[src/mpk_defines.svh]
`ifndef MPK_DEFINES_SVH
`define MPK_DEFINES_SVH

// Timebase
`define MPK_CLK_PERIOD_NS   25
`define MPK_MS_NS           1000000

// Press and sequence durations in ms
`define MPK_ON_PRESS_MS     16'd1600
`define MPK_OFF_PRESS_MS    16'd2100
`define MPK_RST_PRESS_MS    16'd2100
`define MPK_SHUTDOWN_MS     16'd6000
`define MPK_RESET_HOLD_MS   16'd10
`define MPK_MS_MAX          16'hffff

// Indicator phase lengths in ms
`define MPK_BLINK_SLOW_MS   16'd600
`define MPK_BLINK_LONG_MS   16'd3000
`define MPK_BLINK_FAST_MS   16'd75

// Register byte offsets
`define MPK_CTRL_OFS        8'h00
`define MPK_MODE_OFS        8'h04
`define MPK_STATUS_OFS      8'h08
`define MPK_INT_STAT_OFS    8'h0c
`define MPK_INT_CLR_OFS     8'h10
`define MPK_INT_EN_OFS      8'h14

// Control register fields
`define MPK_CTRL_POWEROFF   0
`define MPK_CTRL_RESET      1
`define MPK_CTRL_ROUTE_LSB  4
`define MPK_CTRL_HOTPLUG    6
`define MPK_CTRL_POLARITY   7

// Status register fields
`define MPK_STAT_PWR_LSB    0
`define MPK_STAT_SUPPLY     2
`define MPK_STAT_CARD       3
`define MPK_STAT_SOFTOFF    4
`define MPK_STAT_HELD_LSB   16

// Interrupt event bits
`define MPK_EV_POWERED_ON   0
`define MPK_EV_SHUTDOWN     1
`define MPK_EV_POWERED_OFF  2
`define MPK_EV_RESET        3
`define MPK_EV_CARD_IN      4
`define MPK_EV_CARD_OUT     5
`define MPK_EV_W            6

// Reset values
`define MPK_HOTPLUG_RST     1'b1
`define MPK_POLARITY_RST    1'b1
`define MPK_ROUTE_RST       2'h0
`define MPK_MODE_RST        3'h0
`define MPK_INT_EN_RST      6'h00

`endif

[src/mpk_pkg.sv]
package mpk_pkg;

  typedef enum logic [1:0] {
    PWR_OFF      = 2'b00,
    PWR_ON       = 2'b01,
    PWR_SHUTDOWN = 2'b10,
    PWR_RESET    = 2'b11
  } mpk_pwr_type;

  typedef enum logic [2:0] {
    IND_DARK    = 3'b000,
    IND_SEARCH  = 3'b001,
    IND_STANDBY = 3'b010,
    IND_DATA    = 3'b011,
    IND_CALL    = 3'b100,
    IND_SLEEP   = 3'b101
  } mpk_ind_type;

  typedef enum logic [1:0] {
    ROUTE_NET = 2'b00,
    ROUTE_ALT = 2'b01,
    ROUTE_AUX = 2'b10
  } mpk_route_type;

endpackage : mpk_pkg

[src/mpk_press_timer.sv]
`timescale 1ns/1ps
`include "mpk_defines.svh"

module mpk_press_timer (
  // Clock and reset
  input  wire logic        ref_clk,
  input  wire logic        rst_n,
  input  wire logic        ce,
  // Timebase
  input  wire logic        ms_tick,
  // Control pin, active low
  input  wire logic        pin_n,
  // Measurement
  output logic             fall_pulse,
  output logic             release_pulse,
  output logic [15:0]      held_ms_q
);
  import mpk_pkg::*;

  logic pin_prev_q;

  assign fall_pulse    = pin_prev_q & ~pin_n;
  assign release_pulse = ~pin_prev_q & pin_n;

  always_ff @(posedge ref_clk) begin
    if (!rst_n) begin
      pin_prev_q <= 1'b1;
    end else if (ce) begin
      pin_prev_q <= pin_n;
    end
  end

  // Count stays readable after release so the caller can judge it
  always_ff @(posedge ref_clk) begin
    if (!rst_n) begin
      held_ms_q <= 16'h0000;
    end else if (ce) begin
      if (fall_pulse) begin
        held_ms_q <= 16'h0000;
      end else if (!pin_n && ms_tick && held_ms_q != `MPK_MS_MAX) begin
        held_ms_q <= held_ms_q + 16'h0001;
      end
    end
  end

endmodule : mpk_press_timer

[src/mpk_blink.sv]
`timescale 1ns/1ps
`include "mpk_defines.svh"

module mpk_blink (
  // Clock and reset
  input  wire logic                 ref_clk,
  input  wire logic                 rst_n,
  input  wire logic                 ce,
  // Timebase and mode
  input  wire logic                 ms_tick,
  input  wire mpk_pkg::mpk_ind_type mode,
  // Waveform
  output logic                      wave_q
);
  import mpk_pkg::*;

  mpk_ind_type mode_q;
  logic        high_q;
  logic [15:0] cnt_q;

  function automatic logic [15:0] phase_len(input mpk_ind_type m, input logic hi);
    unique case (m)
      IND_SEARCH:  phase_len = `MPK_BLINK_SLOW_MS;
      IND_STANDBY: phase_len = hi ? `MPK_BLINK_LONG_MS : `MPK_BLINK_FAST_MS;
      IND_DATA:    phase_len = `MPK_BLINK_FAST_MS;
      default:     phase_len = `MPK_MS_MAX;
    endcase
  endfunction : phase_len

  // New mode restarts on a high phase
  always_ff @(posedge ref_clk) begin
    if (!rst_n) begin
      mode_q <= IND_DARK;
      high_q <= 1'b1;
      cnt_q  <= 16'h0000;
    end else if (ce) begin
      if (mode != mode_q) begin
        mode_q <= mode;
        high_q <= 1'b1;
        cnt_q  <= 16'h0000;
      end else if (ms_tick) begin
        if (cnt_q + 16'h0001 >= phase_len(mode_q, high_q)) begin
          cnt_q  <= 16'h0000;
          high_q <= ~high_q;
        end else begin
          cnt_q <= cnt_q + 16'h0001;
        end
      end
    end
  end

  always_ff @(posedge ref_clk) begin
    if (!rst_n) begin
      wave_q <= 1'b0;
    end else if (ce) begin
      unique case (mode_q)
        IND_SEARCH, IND_STANDBY, IND_DATA: wave_q <= high_q;
        IND_SLEEP:                         wave_q <= 1'b1;
        IND_CALL:                          wave_q <= 1'b0;
        default:                           wave_q <= 1'b0;
      endcase
    end
  end

endmodule : mpk_blink

[src/mpk_ctrl.sv]
// Implementation choices: the register addresses and the APB interface to the registers.
`timescale 1ns/1ps
`include "mpk_defines.svh"

module mpk_ctrl #(
  parameter int unsigned CYC_PER_MS = `MPK_MS_NS / `MPK_CLK_PERIOD_NS
) (
  // Clock, reset, enable
  input  wire logic        ref_clk,
  input  wire logic        rst_n,
  input  wire logic        ce,
  // APB slave
  input  wire logic        psel,
  input  wire logic        penable,
  input  wire logic        pwrite,
  input  wire logic [7:0]  paddr,
  input  wire logic [31:0] pwdata,
  output logic [31:0]      prdata,
  output logic             pready,
  output logic             pslverr,
  // Control pins, active low
  input  wire logic        power_button_n,
  input  wire logic        reset_req_n,
  // Card detect pin
  input  wire logic        card_detect,
  // Power and reset outputs
  output logic             logic_supply_out,
  output logic             module_reset_out,
  // Indicator pins
  output logic             net_indicator_out,
  output logic             indicator_alt_out,
  output logic             indicator_aux_out,
  // Interrupt
  output logic             irq
);
  import mpk_pkg::*;

  localparam logic [15:0] MS_LAST = 16'(CYC_PER_MS - 1);

  function automatic logic is_mapped(input logic [7:0] a);
    is_mapped = (a == `MPK_CTRL_OFS) || (a == `MPK_MODE_OFS) || (a == `MPK_STATUS_OFS) ||
                (a == `MPK_INT_STAT_OFS) || (a == `MPK_INT_CLR_OFS) || (a == `MPK_INT_EN_OFS);
  endfunction : is_mapped

  // Millisecond timebase
  logic [15:0] div_q;
  logic        ms_tick;

  assign ms_tick = (div_q == MS_LAST);

  always_ff @(posedge ref_clk) begin
    if (!rst_n) begin
      div_q <= 16'h0000;
    end else if (ce) begin
      div_q <= ms_tick ? 16'h0000 : div_q + 16'h0001;
    end
  end

  // Press measurement on both control pins
  logic        btn_fall;
  logic        btn_release;
  logic [15:0] btn_ms;
  logic        rst_fall;
  logic        rst_release;
  logic [15:0] rst_ms;

  mpk_press_timer u_btn_timer (
    .ref_clk       (ref_clk),
    .rst_n         (rst_n),
    .ce            (ce),
    .ms_tick       (ms_tick),
    .pin_n         (power_button_n),
    .fall_pulse    (btn_fall),
    .release_pulse (btn_release),
    .held_ms_q     (btn_ms)
  );

  mpk_press_timer u_rst_timer (
    .ref_clk       (ref_clk),
    .rst_n         (rst_n),
    .ce            (ce),
    .ms_tick       (ms_tick),
    .pin_n         (reset_req_n),
    .fall_pulse    (rst_fall),
    .release_pulse (rst_release),
    .held_ms_q     (rst_ms)
  );

  // Bus decode
  logic apb_setup;
  logic apb_write;

  assign pready    = ce;
  assign apb_setup = psel & ~penable;
  assign apb_write = psel & penable & pwrite & ce & is_mapped(paddr);

  // Control registers
  logic          hotplug_en_q;
  logic          polarity_q;
  mpk_route_type route_q;
  mpk_ind_type   mode_q;
  logic [`MPK_EV_W-1:0] int_en_q;
  logic          soft_off_cmd;
  logic          soft_rst_cmd;

  assign soft_off_cmd = apb_write && paddr == `MPK_CTRL_OFS && pwdata[`MPK_CTRL_POWEROFF];
  assign soft_rst_cmd = apb_write && paddr == `MPK_CTRL_OFS && pwdata[`MPK_CTRL_RESET];

  always_ff @(posedge ref_clk) begin
    if (!rst_n) begin
      hotplug_en_q <= `MPK_HOTPLUG_RST;
      polarity_q   <= `MPK_POLARITY_RST;
      route_q      <= mpk_route_type'(`MPK_ROUTE_RST);
    end else if (apb_write && paddr == `MPK_CTRL_OFS) begin
      hotplug_en_q <= pwdata[`MPK_CTRL_HOTPLUG];
      polarity_q   <= pwdata[`MPK_CTRL_POLARITY];
      route_q      <= mpk_route_type'(pwdata[`MPK_CTRL_ROUTE_LSB +: 2]);
    end
  end

  always_ff @(posedge ref_clk) begin
    if (!rst_n) begin
      mode_q <= mpk_ind_type'(`MPK_MODE_RST);
    end else if (apb_write && paddr == `MPK_MODE_OFS) begin
      mode_q <= mpk_ind_type'(pwdata[2:0]);
    end
  end

  always_ff @(posedge ref_clk) begin
    if (!rst_n) begin
      int_en_q <= `MPK_INT_EN_RST;
    end else if (apb_write && paddr == `MPK_INT_EN_OFS) begin
      int_en_q <= pwdata[`MPK_EV_W-1:0];
    end
  end

  // Power sequencer
  mpk_pwr_type pwr_q;
  logic [15:0] st_ms_q;
  logic        soft_off_q;
  logic        btn_armed_q;
  logic        rst_armed_q;
  logic [`MPK_EV_W-1:0] ev;

  // Presses that started before power-on must not end it on release
  always_ff @(posedge ref_clk) begin
    if (!rst_n) begin
      btn_armed_q <= 1'b0;
      rst_armed_q <= 1'b0;
    end else if (ce) begin
      if (pwr_q != PWR_ON) begin
        btn_armed_q <= 1'b0;
        rst_armed_q <= 1'b0;
      end else begin
        if (btn_fall) begin
          btn_armed_q <= 1'b1;
        end
        if (rst_fall) begin
          rst_armed_q <= 1'b1;
        end
      end
    end
  end

  always_ff @(posedge ref_clk) begin
    if (!rst_n) begin
      pwr_q      <= PWR_OFF;
      st_ms_q    <= 16'h0000;
      soft_off_q <= 1'b0;
    end else if (ce) begin
      unique case (pwr_q)
        PWR_OFF: begin
          st_ms_q <= 16'h0000;
          if (!power_button_n && soft_off_q) begin
            pwr_q      <= PWR_ON;
            soft_off_q <= 1'b0;
          end else if (!power_button_n && btn_ms >= `MPK_ON_PRESS_MS) begin
            pwr_q      <= PWR_ON;
            soft_off_q <= 1'b0;
          end
        end
        PWR_ON: begin
          st_ms_q <= 16'h0000;
          if (btn_release && btn_armed_q && btn_ms >= `MPK_OFF_PRESS_MS) begin
            pwr_q <= PWR_SHUTDOWN;
          end else if (soft_off_cmd) begin
            pwr_q      <= PWR_SHUTDOWN;
            soft_off_q <= 1'b1;
          end else if (rst_release && rst_armed_q && rst_ms >= `MPK_RST_PRESS_MS) begin
            pwr_q <= PWR_RESET;
          end else if (soft_rst_cmd) begin
            pwr_q <= PWR_RESET;
          end
        end
        PWR_SHUTDOWN: begin
          // Supply stays up while the module logs off
          if (ms_tick) begin
            if (st_ms_q + 16'h0001 >= `MPK_SHUTDOWN_MS) begin
              pwr_q   <= PWR_OFF;
              st_ms_q <= 16'h0000;
            end else begin
              st_ms_q <= st_ms_q + 16'h0001;
            end
          end
        end
        PWR_RESET: begin
          if (ms_tick) begin
            if (st_ms_q + 16'h0001 >= `MPK_RESET_HOLD_MS) begin
              pwr_q   <= PWR_ON;
              st_ms_q <= 16'h0000;
            end else begin
              st_ms_q <= st_ms_q + 16'h0001;
            end
          end
        end
      endcase
    end
  end

  // Card presence
  logic card_level;
  logic card_q;
  logic card_seen_q;

  assign card_level = (card_detect == polarity_q);

  always_ff @(posedge ref_clk) begin
    if (!rst_n) begin
      card_q      <= 1'b0;
      card_seen_q <= 1'b0;
    end else if (ce) begin
      if (pwr_q == PWR_OFF) begin
        card_seen_q <= 1'b0;
      end else if (!card_seen_q) begin
        card_q      <= card_level;
        card_seen_q <= 1'b1;
      end else if (hotplug_en_q) begin
        card_q <= card_level;
      end
    end
  end

  // Events: pulses into sticky status
  logic        card_prev_q;
  mpk_pwr_type pwr_prev_q;

  always_ff @(posedge ref_clk) begin
    if (!rst_n) begin
      card_prev_q <= 1'b0;
      pwr_prev_q  <= PWR_OFF;
    end else if (ce) begin
      card_prev_q <= card_q;
      pwr_prev_q  <= pwr_q;
    end
  end

  always_comb begin
    ev                      = '0;
    ev[`MPK_EV_POWERED_ON]  = (pwr_q == PWR_ON) && (pwr_prev_q == PWR_OFF);
    ev[`MPK_EV_SHUTDOWN]    = (pwr_q == PWR_SHUTDOWN) && (pwr_prev_q != PWR_SHUTDOWN);
    ev[`MPK_EV_POWERED_OFF] = (pwr_q == PWR_OFF) && (pwr_prev_q == PWR_SHUTDOWN);
    ev[`MPK_EV_RESET]       = (pwr_q == PWR_ON) && (pwr_prev_q == PWR_RESET);
    ev[`MPK_EV_CARD_IN]     = card_seen_q && card_q && !card_prev_q && hotplug_en_q;
    ev[`MPK_EV_CARD_OUT]    = card_seen_q && !card_q && card_prev_q && hotplug_en_q;
  end

  // Sticky status; a new event wins over a clear in the same cycle
  logic [`MPK_EV_W-1:0] int_stat_q;
  logic [`MPK_EV_W-1:0] int_clr;

  assign int_clr = (apb_write && paddr == `MPK_INT_CLR_OFS) ? pwdata[`MPK_EV_W-1:0] : '0;

  always_ff @(posedge ref_clk) begin
    if (!rst_n) begin
      int_stat_q <= '0;
    end else if (ce) begin
      int_stat_q <= (int_stat_q & ~int_clr) | ev;
    end
  end

  always_ff @(posedge ref_clk) begin
    if (!rst_n) begin
      irq <= 1'b0;
    end else if (ce) begin
      irq <= |(((int_stat_q & ~int_clr) | ev) & int_en_q);
    end
  end

  // Read data latched in the setup cycle
  always_ff @(posedge ref_clk) begin
    if (!rst_n) begin
      prdata  <= 32'h0000_0000;
      pslverr <= 1'b0;
    end else if (ce && apb_setup) begin
      pslverr <= ~is_mapped(paddr);
      prdata  <= 32'h0000_0000;
      if (!pwrite) begin
        unique case (paddr)
          `MPK_CTRL_OFS: begin
            prdata[`MPK_CTRL_ROUTE_LSB +: 2] <= route_q;
            prdata[`MPK_CTRL_HOTPLUG]        <= hotplug_en_q;
            prdata[`MPK_CTRL_POLARITY]       <= polarity_q;
          end
          `MPK_MODE_OFS: prdata[2:0] <= mode_q;
          `MPK_STATUS_OFS: begin
            prdata[`MPK_STAT_PWR_LSB +: 2]  <= pwr_q;
            prdata[`MPK_STAT_SUPPLY]        <= logic_supply_out;
            prdata[`MPK_STAT_CARD]          <= card_q;
            prdata[`MPK_STAT_SOFTOFF]       <= soft_off_q;
            prdata[`MPK_STAT_HELD_LSB +: 16] <= btn_ms;
          end
          `MPK_INT_STAT_OFS: prdata[`MPK_EV_W-1:0] <= int_stat_q;
          `MPK_INT_EN_OFS:   prdata[`MPK_EV_W-1:0] <= int_en_q;
          default:           prdata <= 32'h0000_0000;
        endcase
      end
    end
  end

  // Indicator waveform and routing
  logic        wave;
  mpk_ind_type live_mode;

  // Indicator dark whenever the module is not running
  assign live_mode = (pwr_q == PWR_ON) ? mode_q : IND_DARK;

  mpk_blink u_blink (
    .ref_clk (ref_clk),
    .rst_n   (rst_n),
    .ce      (ce),
    .ms_tick (ms_tick),
    .mode    (live_mode),
    .wave_q  (wave)
  );

  always_ff @(posedge ref_clk) begin
    if (!rst_n) begin
      net_indicator_out <= 1'b0;
      indicator_alt_out <= 1'b0;
      indicator_aux_out <= 1'b0;
    end else if (ce) begin
      net_indicator_out <= wave && (route_q != ROUTE_ALT) && (route_q != ROUTE_AUX);
      indicator_alt_out <= wave && (route_q == ROUTE_ALT);
      indicator_aux_out <= wave && (route_q == ROUTE_AUX);
    end
  end

  always_ff @(posedge ref_clk) begin
    if (!rst_n) begin
      logic_supply_out <= 1'b0;
      module_reset_out <= 1'b0;
    end else if (ce) begin
      logic_supply_out <= (pwr_q != PWR_OFF);
      module_reset_out <= (pwr_q == PWR_RESET);
    end
  end

endmodule : mpk_ctrl

[config.mk]
export PLATFORM = sky130hd
export DESIGN_NAME = mpk_ctrl
export DESIGN_NICKNAME = d
export VERILOG_FILES = /design/src/mpk_pkg.sv /design/src/mpk_press_timer.sv /design/src/mpk_blink.sv /design/src/mpk_ctrl.sv
export VERILOG_INCLUDE_DIRS = /design/src
export SDC_FILE = /design/constraint.sdc
export NUM_CORES = 1
export LEC_CHECK = 0
export ABC_AREA = 1
export BUFFER_PORTS_ARGS = -buffer_cell sky130_fd_sc_hd__buf_4
export CORE_ASPECT_RATIO = 0.8
export CORE_MARGIN = 2
export CORE_UTILIZATION = 35
export DETAILED_ROUTE_END_ITERATION = 7
export HOLD_SLACK_MARGIN = 0.03
export SETUP_SLACK_MARGIN = 0.15
export SYNTH_ARGS = -nofsm -noshare
export SYNTH_HDL_FRONTEND = slang
export SYNTH_SLANG_ARGS = --single-unit
[constraint.sdc]
create_clock -name ref_clk -period 6.8 [get_ports ref_clk]
set_clock_uncertainty 0.15 [all_clocks]
set_input_delay 2.04 -clock ref_clk [delete_from_list [all_inputs] [get_ports ref_clk]]
set_output_delay 2.04 -clock ref_clk [all_outputs]
set_load 0.05 [all_outputs]
==> flow_summary.yaml <==
clocking:
  h-tree-depth: 4
  cts.sinks: 146
  post_cts_buffers: 0
  ctsHoldBuffers: 0
  clkTransAtPathRegs_ps: 60
  clockBufferDepth: 2
  cts_resized: 0
  insertion_delay_ps: 430
  cts_tree: "done"
  cts_buffers: 17
  clock-root-buffer: "clkbuf_16"
sta:
  worstMarginPinSlew_ps: 1190
  hold_slack_ps: 309
  fin_crit_sh_pct: 71.1
  hold_violations: 0
  setup_tns_ps: 0
  period_minus_slack_ps: 4840
  fmax_mhz: 207
  rsz0062_at_grt: "false"
  setup_violations: 0
  maxSlewViolCount: 0
  max_slew_margin_pct: 20.4
power_and_ir_drop:
  swShare_pct: 25.8
  pwr_density_cell_nw_per_um2: 211
  leakage_nw: 3.61
  finalPower_mw: 1.99
  power_frac_comb_pct: 7.3
  max-vdd-ir-drop_mv: 0.179
  power.internal_mw: 1.48
  clockPowerShare_pct: 48.6
  seqPwrFrac_pct: 44.1
  power.switching_mw: 0.514
synthesis:
  synth.cell_area_sq_um: 8290
  synth_ff_type: "dfxtp_1"
  synth_cell_type_count: 45
  synth-seq-cells: 146
  ys_seq_area_share_pct: 35.3
  synth_area_per_cell_sq_um: 6.65
  ys_warn_count: 0
  syn_inst: 1247
  synth_edf_count: 0
  async_flop_share_pct: 0
detailed_routing:
  dr.pass1.iters: 6
  num_vias: 8072
  via_per_inst: 5.04
  antenna_left: 0
  drcViolationCount: 0
  drtIter0Drc: 716
  routed_wirelength_mm: 21.8
  wl_per_cell_um: 13.6
floorplanning:
  core_area_sq_um: 23300
  rows: 50
  ios: 89
  die_y_um: 142
  die-area_sq_um: 24900
  start_util_pct: 35.5
  die_x_um: 176
worst_setup_path:
  cp.buffers_inverters: 2
  slowest_stage: "buf_4"
  critical_path.max_fanout: 28
  critPathMaxStageDelay_ps: 330
  crit_type: "in2out"
  crit_family: "buffers and inverters"
  rrSetupSlack_ps: 3530
  path_cells: "buf_4 -> buf_4"
  reg2regPathDepth: 17
  r2r_end: "u_blink.cnt_q[1]$_SDFFE_PN0P_"
  cp.depth: 2
  r2r_start: "u_blink.cnt_q[2]$_SDFFE_PN0P_"
  worst_ep_arrival_time_ps: 2650
  required_ps: 4610
  crit_path_end: "pready"
  crit_top_cell: "buf_4"
  critPathLaunch: "ce"
  cp-end-kind: "output port"
  start_kind: "primary input"
finish:
  fin_nets: 1347
  diodes: 0
  areaGrowthSynthToFinish_pct: 13.9
  fillers: 2493
  design_area_sq_um: 9450
  multi_input_area_sq_um: 4580
  drive_above_1_share_pct: 8.76
  regArea_sq_um: 2920
place:
  hpwl_mm: 15.1
  place_area_sq_um: 8850
  numPortBuffers: 56
  finalWeightedCongestion: 0.880
grt:
  grt_max_degree: 53
  grt_pass1_vias: 7314
  met3_usage_pct: 2.76
  grt_pass1_wl_mm: 36.4
  track_usage_pct: 17.9
  antenna_found_initial: 0
  grt_overflow: 0
  met1_usage_pct: 27.3
  busiest_layer: "met1"
  met2_usage_pct: 25.5
flow_run:
  maxCapViolations: 0
worst_hold_path:
  hold_depth: 2
  hp-class: "reg2reg"
outcome:
  status: "completed"
## final cells by class
type / instances / area share (%)
tap: 312 / 4.13
inverter: 138 / 5.48
timing repair buffer: 59 / 4.69
multi-input combinational: 915 / 48.5
sequential: 146 / 30.9
clock inverter: 15 / 1.78
clock buffer: 17 / 4.50
## logic make-up (layout without fill, tap and decap cells)
logic type / count (synthesis) / after routing / synth area share, %
xor+xnor: 48 / 48 / 5.07
flops: 146 / 146 / 35.3
compound gates: 205 / 205 / 13.2
buf+inv: 193 / 229 / 9.84
fa+ha+maj: 21 / 21 / 3.17
simple gates: 633 / 633 / 33.4
other cells: 1 / 8 / 0.0452
## Yosys cell counts, types with 2 or more instances
library cell / count / share of area [%]
o211ai_1: 4 / 0.36
nor4_1: 5 / 0.38
nand4_1: 33 / 2.5
buf_2: 7 / 0.42
o31ai_1: 3 / 0.27
inv_2: 3 / 0.14
nor2_2: 4 / 0.30
nand2_1: 279 / 13
dfxtp_1: 146 / 35
nor3b_1: 2 / 0.18
or2_2: 2 / 0.15
ha_1: 21 / 3.2
xor2_1: 35 / 3.7
o21ai_0: 45 / 2.7
inv_1: 132 / 6.0
nand3_1: 115 / 6.9
clkbuf_1: 29 / 1.3
a211oi_1: 3 / 0.27
o21bai_1: 2 / 0.18
clkinv_1: 3 / 0.14
nand2_2: 4 / 0.30
o221ai_1: 2 / 0.21
o22ai_1: 5 / 0.38
nand3b_1: 4 / 0.36
a21oi_1: 136 / 8.2
buf_4: 14 / 1.3
nor2_4: 2 / 0.27
nor2_1: 139 / 6.3
nor3_1: 37 / 2.2
xnor2_1: 13 / 1.4
buf_6: 4 / 0.54
## power groups by stage
stage	combinational, mW	clock, mW	sequential, mW
final	0.146	0.968	0.878
after global routing	0.163	1.02	0.879
after CTS	0.146	0.984	0.878
after detailed placement	0.145	0	0.897
after global placement	0.143	0	0.897
after floorplan	0.105	0	0.898
## sequential cells by signal (all words and copies together) (netlist names), 3 cells and up
signal                 count
div_q                     16
int_en_q                   6
int_stat_q                 6
mode_q                     3
prdata                    24
st_ms_q                   16
u_blink.cnt_q             16
u_blink.mode_q             3
u_btn_timer.held_ms_q     16
u_rst_timer.held_ms_q     16
## metrics by stage
stage	std cells	utilization, %	worst slack, ps
5_1_grt	1602	40.5	1940
6_report	1602	40.5	1960
2_1_floorplan	1254	-	2400
3_5_place_dp	1570	37.9	1970
3_3_place_gp	1570	37.9	1970
4_1_cts	1602	40.5	1970
## worst min path at each step
stage | startpoint | to | slack (ps)
after global placement | btn_armed_q$_SDFFE_PN0P_ | btn_armed_q$_SDFFE_PN0P_ | 290
after global routing | prdata[22]$_SDFFE_PN0P_ | prdata[22]$_SDFFE_PN0P_ | 330
final | btn_armed_q$_SDFFE_PN0P_ | btn_armed_q$_SDFFE_PN0P_ | 310
after floorplan | btn_armed_q$_SDFFE_PN0P_ | btn_armed_q$_SDFFE_PN0P_ | 280
after detailed placement | btn_armed_q$_SDFFE_PN0P_ | btn_armed_q$_SDFFE_PN0P_ | 300
after CTS | btn_armed_q$_SDFFE_PN0P_ | btn_armed_q$_SDFFE_PN0P_ | 310
## layout by cell type, fill, tap and decap left out, types with 2 or more instances in the layout
cell | synthesis | final
o31ai_1 | 3 | 3
xnor2_1 | 13 | 13
clkinv_4 | 0 | 2
clkinv_2 | 0 | 6
or2_2 | 2 | 2
o21ai_0 | 45 | 45
nor3_1 | 37 | 37
xor2_1 | 35 | 35
a211oi_1 | 3 | 3
nor3b_1 | 2 | 2
nand3_1 | 115 | 115
o21bai_1 | 2 | 2
clkbuf_16 | 0 | 17
nand3b_1 | 4 | 4
nand2_2 | 4 | 4
nor2_4 | 2 | 2
nand4_1 | 33 | 33
o211ai_1 | 4 | 4
dfxtp_1 | 146 | 146
nor4_1 | 5 | 5
o22ai_1 | 5 | 5
clkinv_1 | 3 | 2
bufinv_16 | 0 | 3
inv_2 | 3 | 4
a21oi_1 | 136 | 136
inv_1 | 132 | 132
nor2_1 | 139 | 139
o221ai_1 | 2 | 2
ha_1 | 21 | 21
nor2_2 | 4 | 4
conb_1 | 1 | 8
clkinvlp_4 | 0 | 4
buf_4 | 14 | 59
nand2_1 | 279 | 279
## layer usage
layer / wire (um) / share of wire, %
met5: 0 / 0
met4: 253 / 1.2
met3: 1050 / 4.8
met2: 9000 / 41
met1: 11500 / 53
No activity file was read; power rests on OpenSTA's default activity.
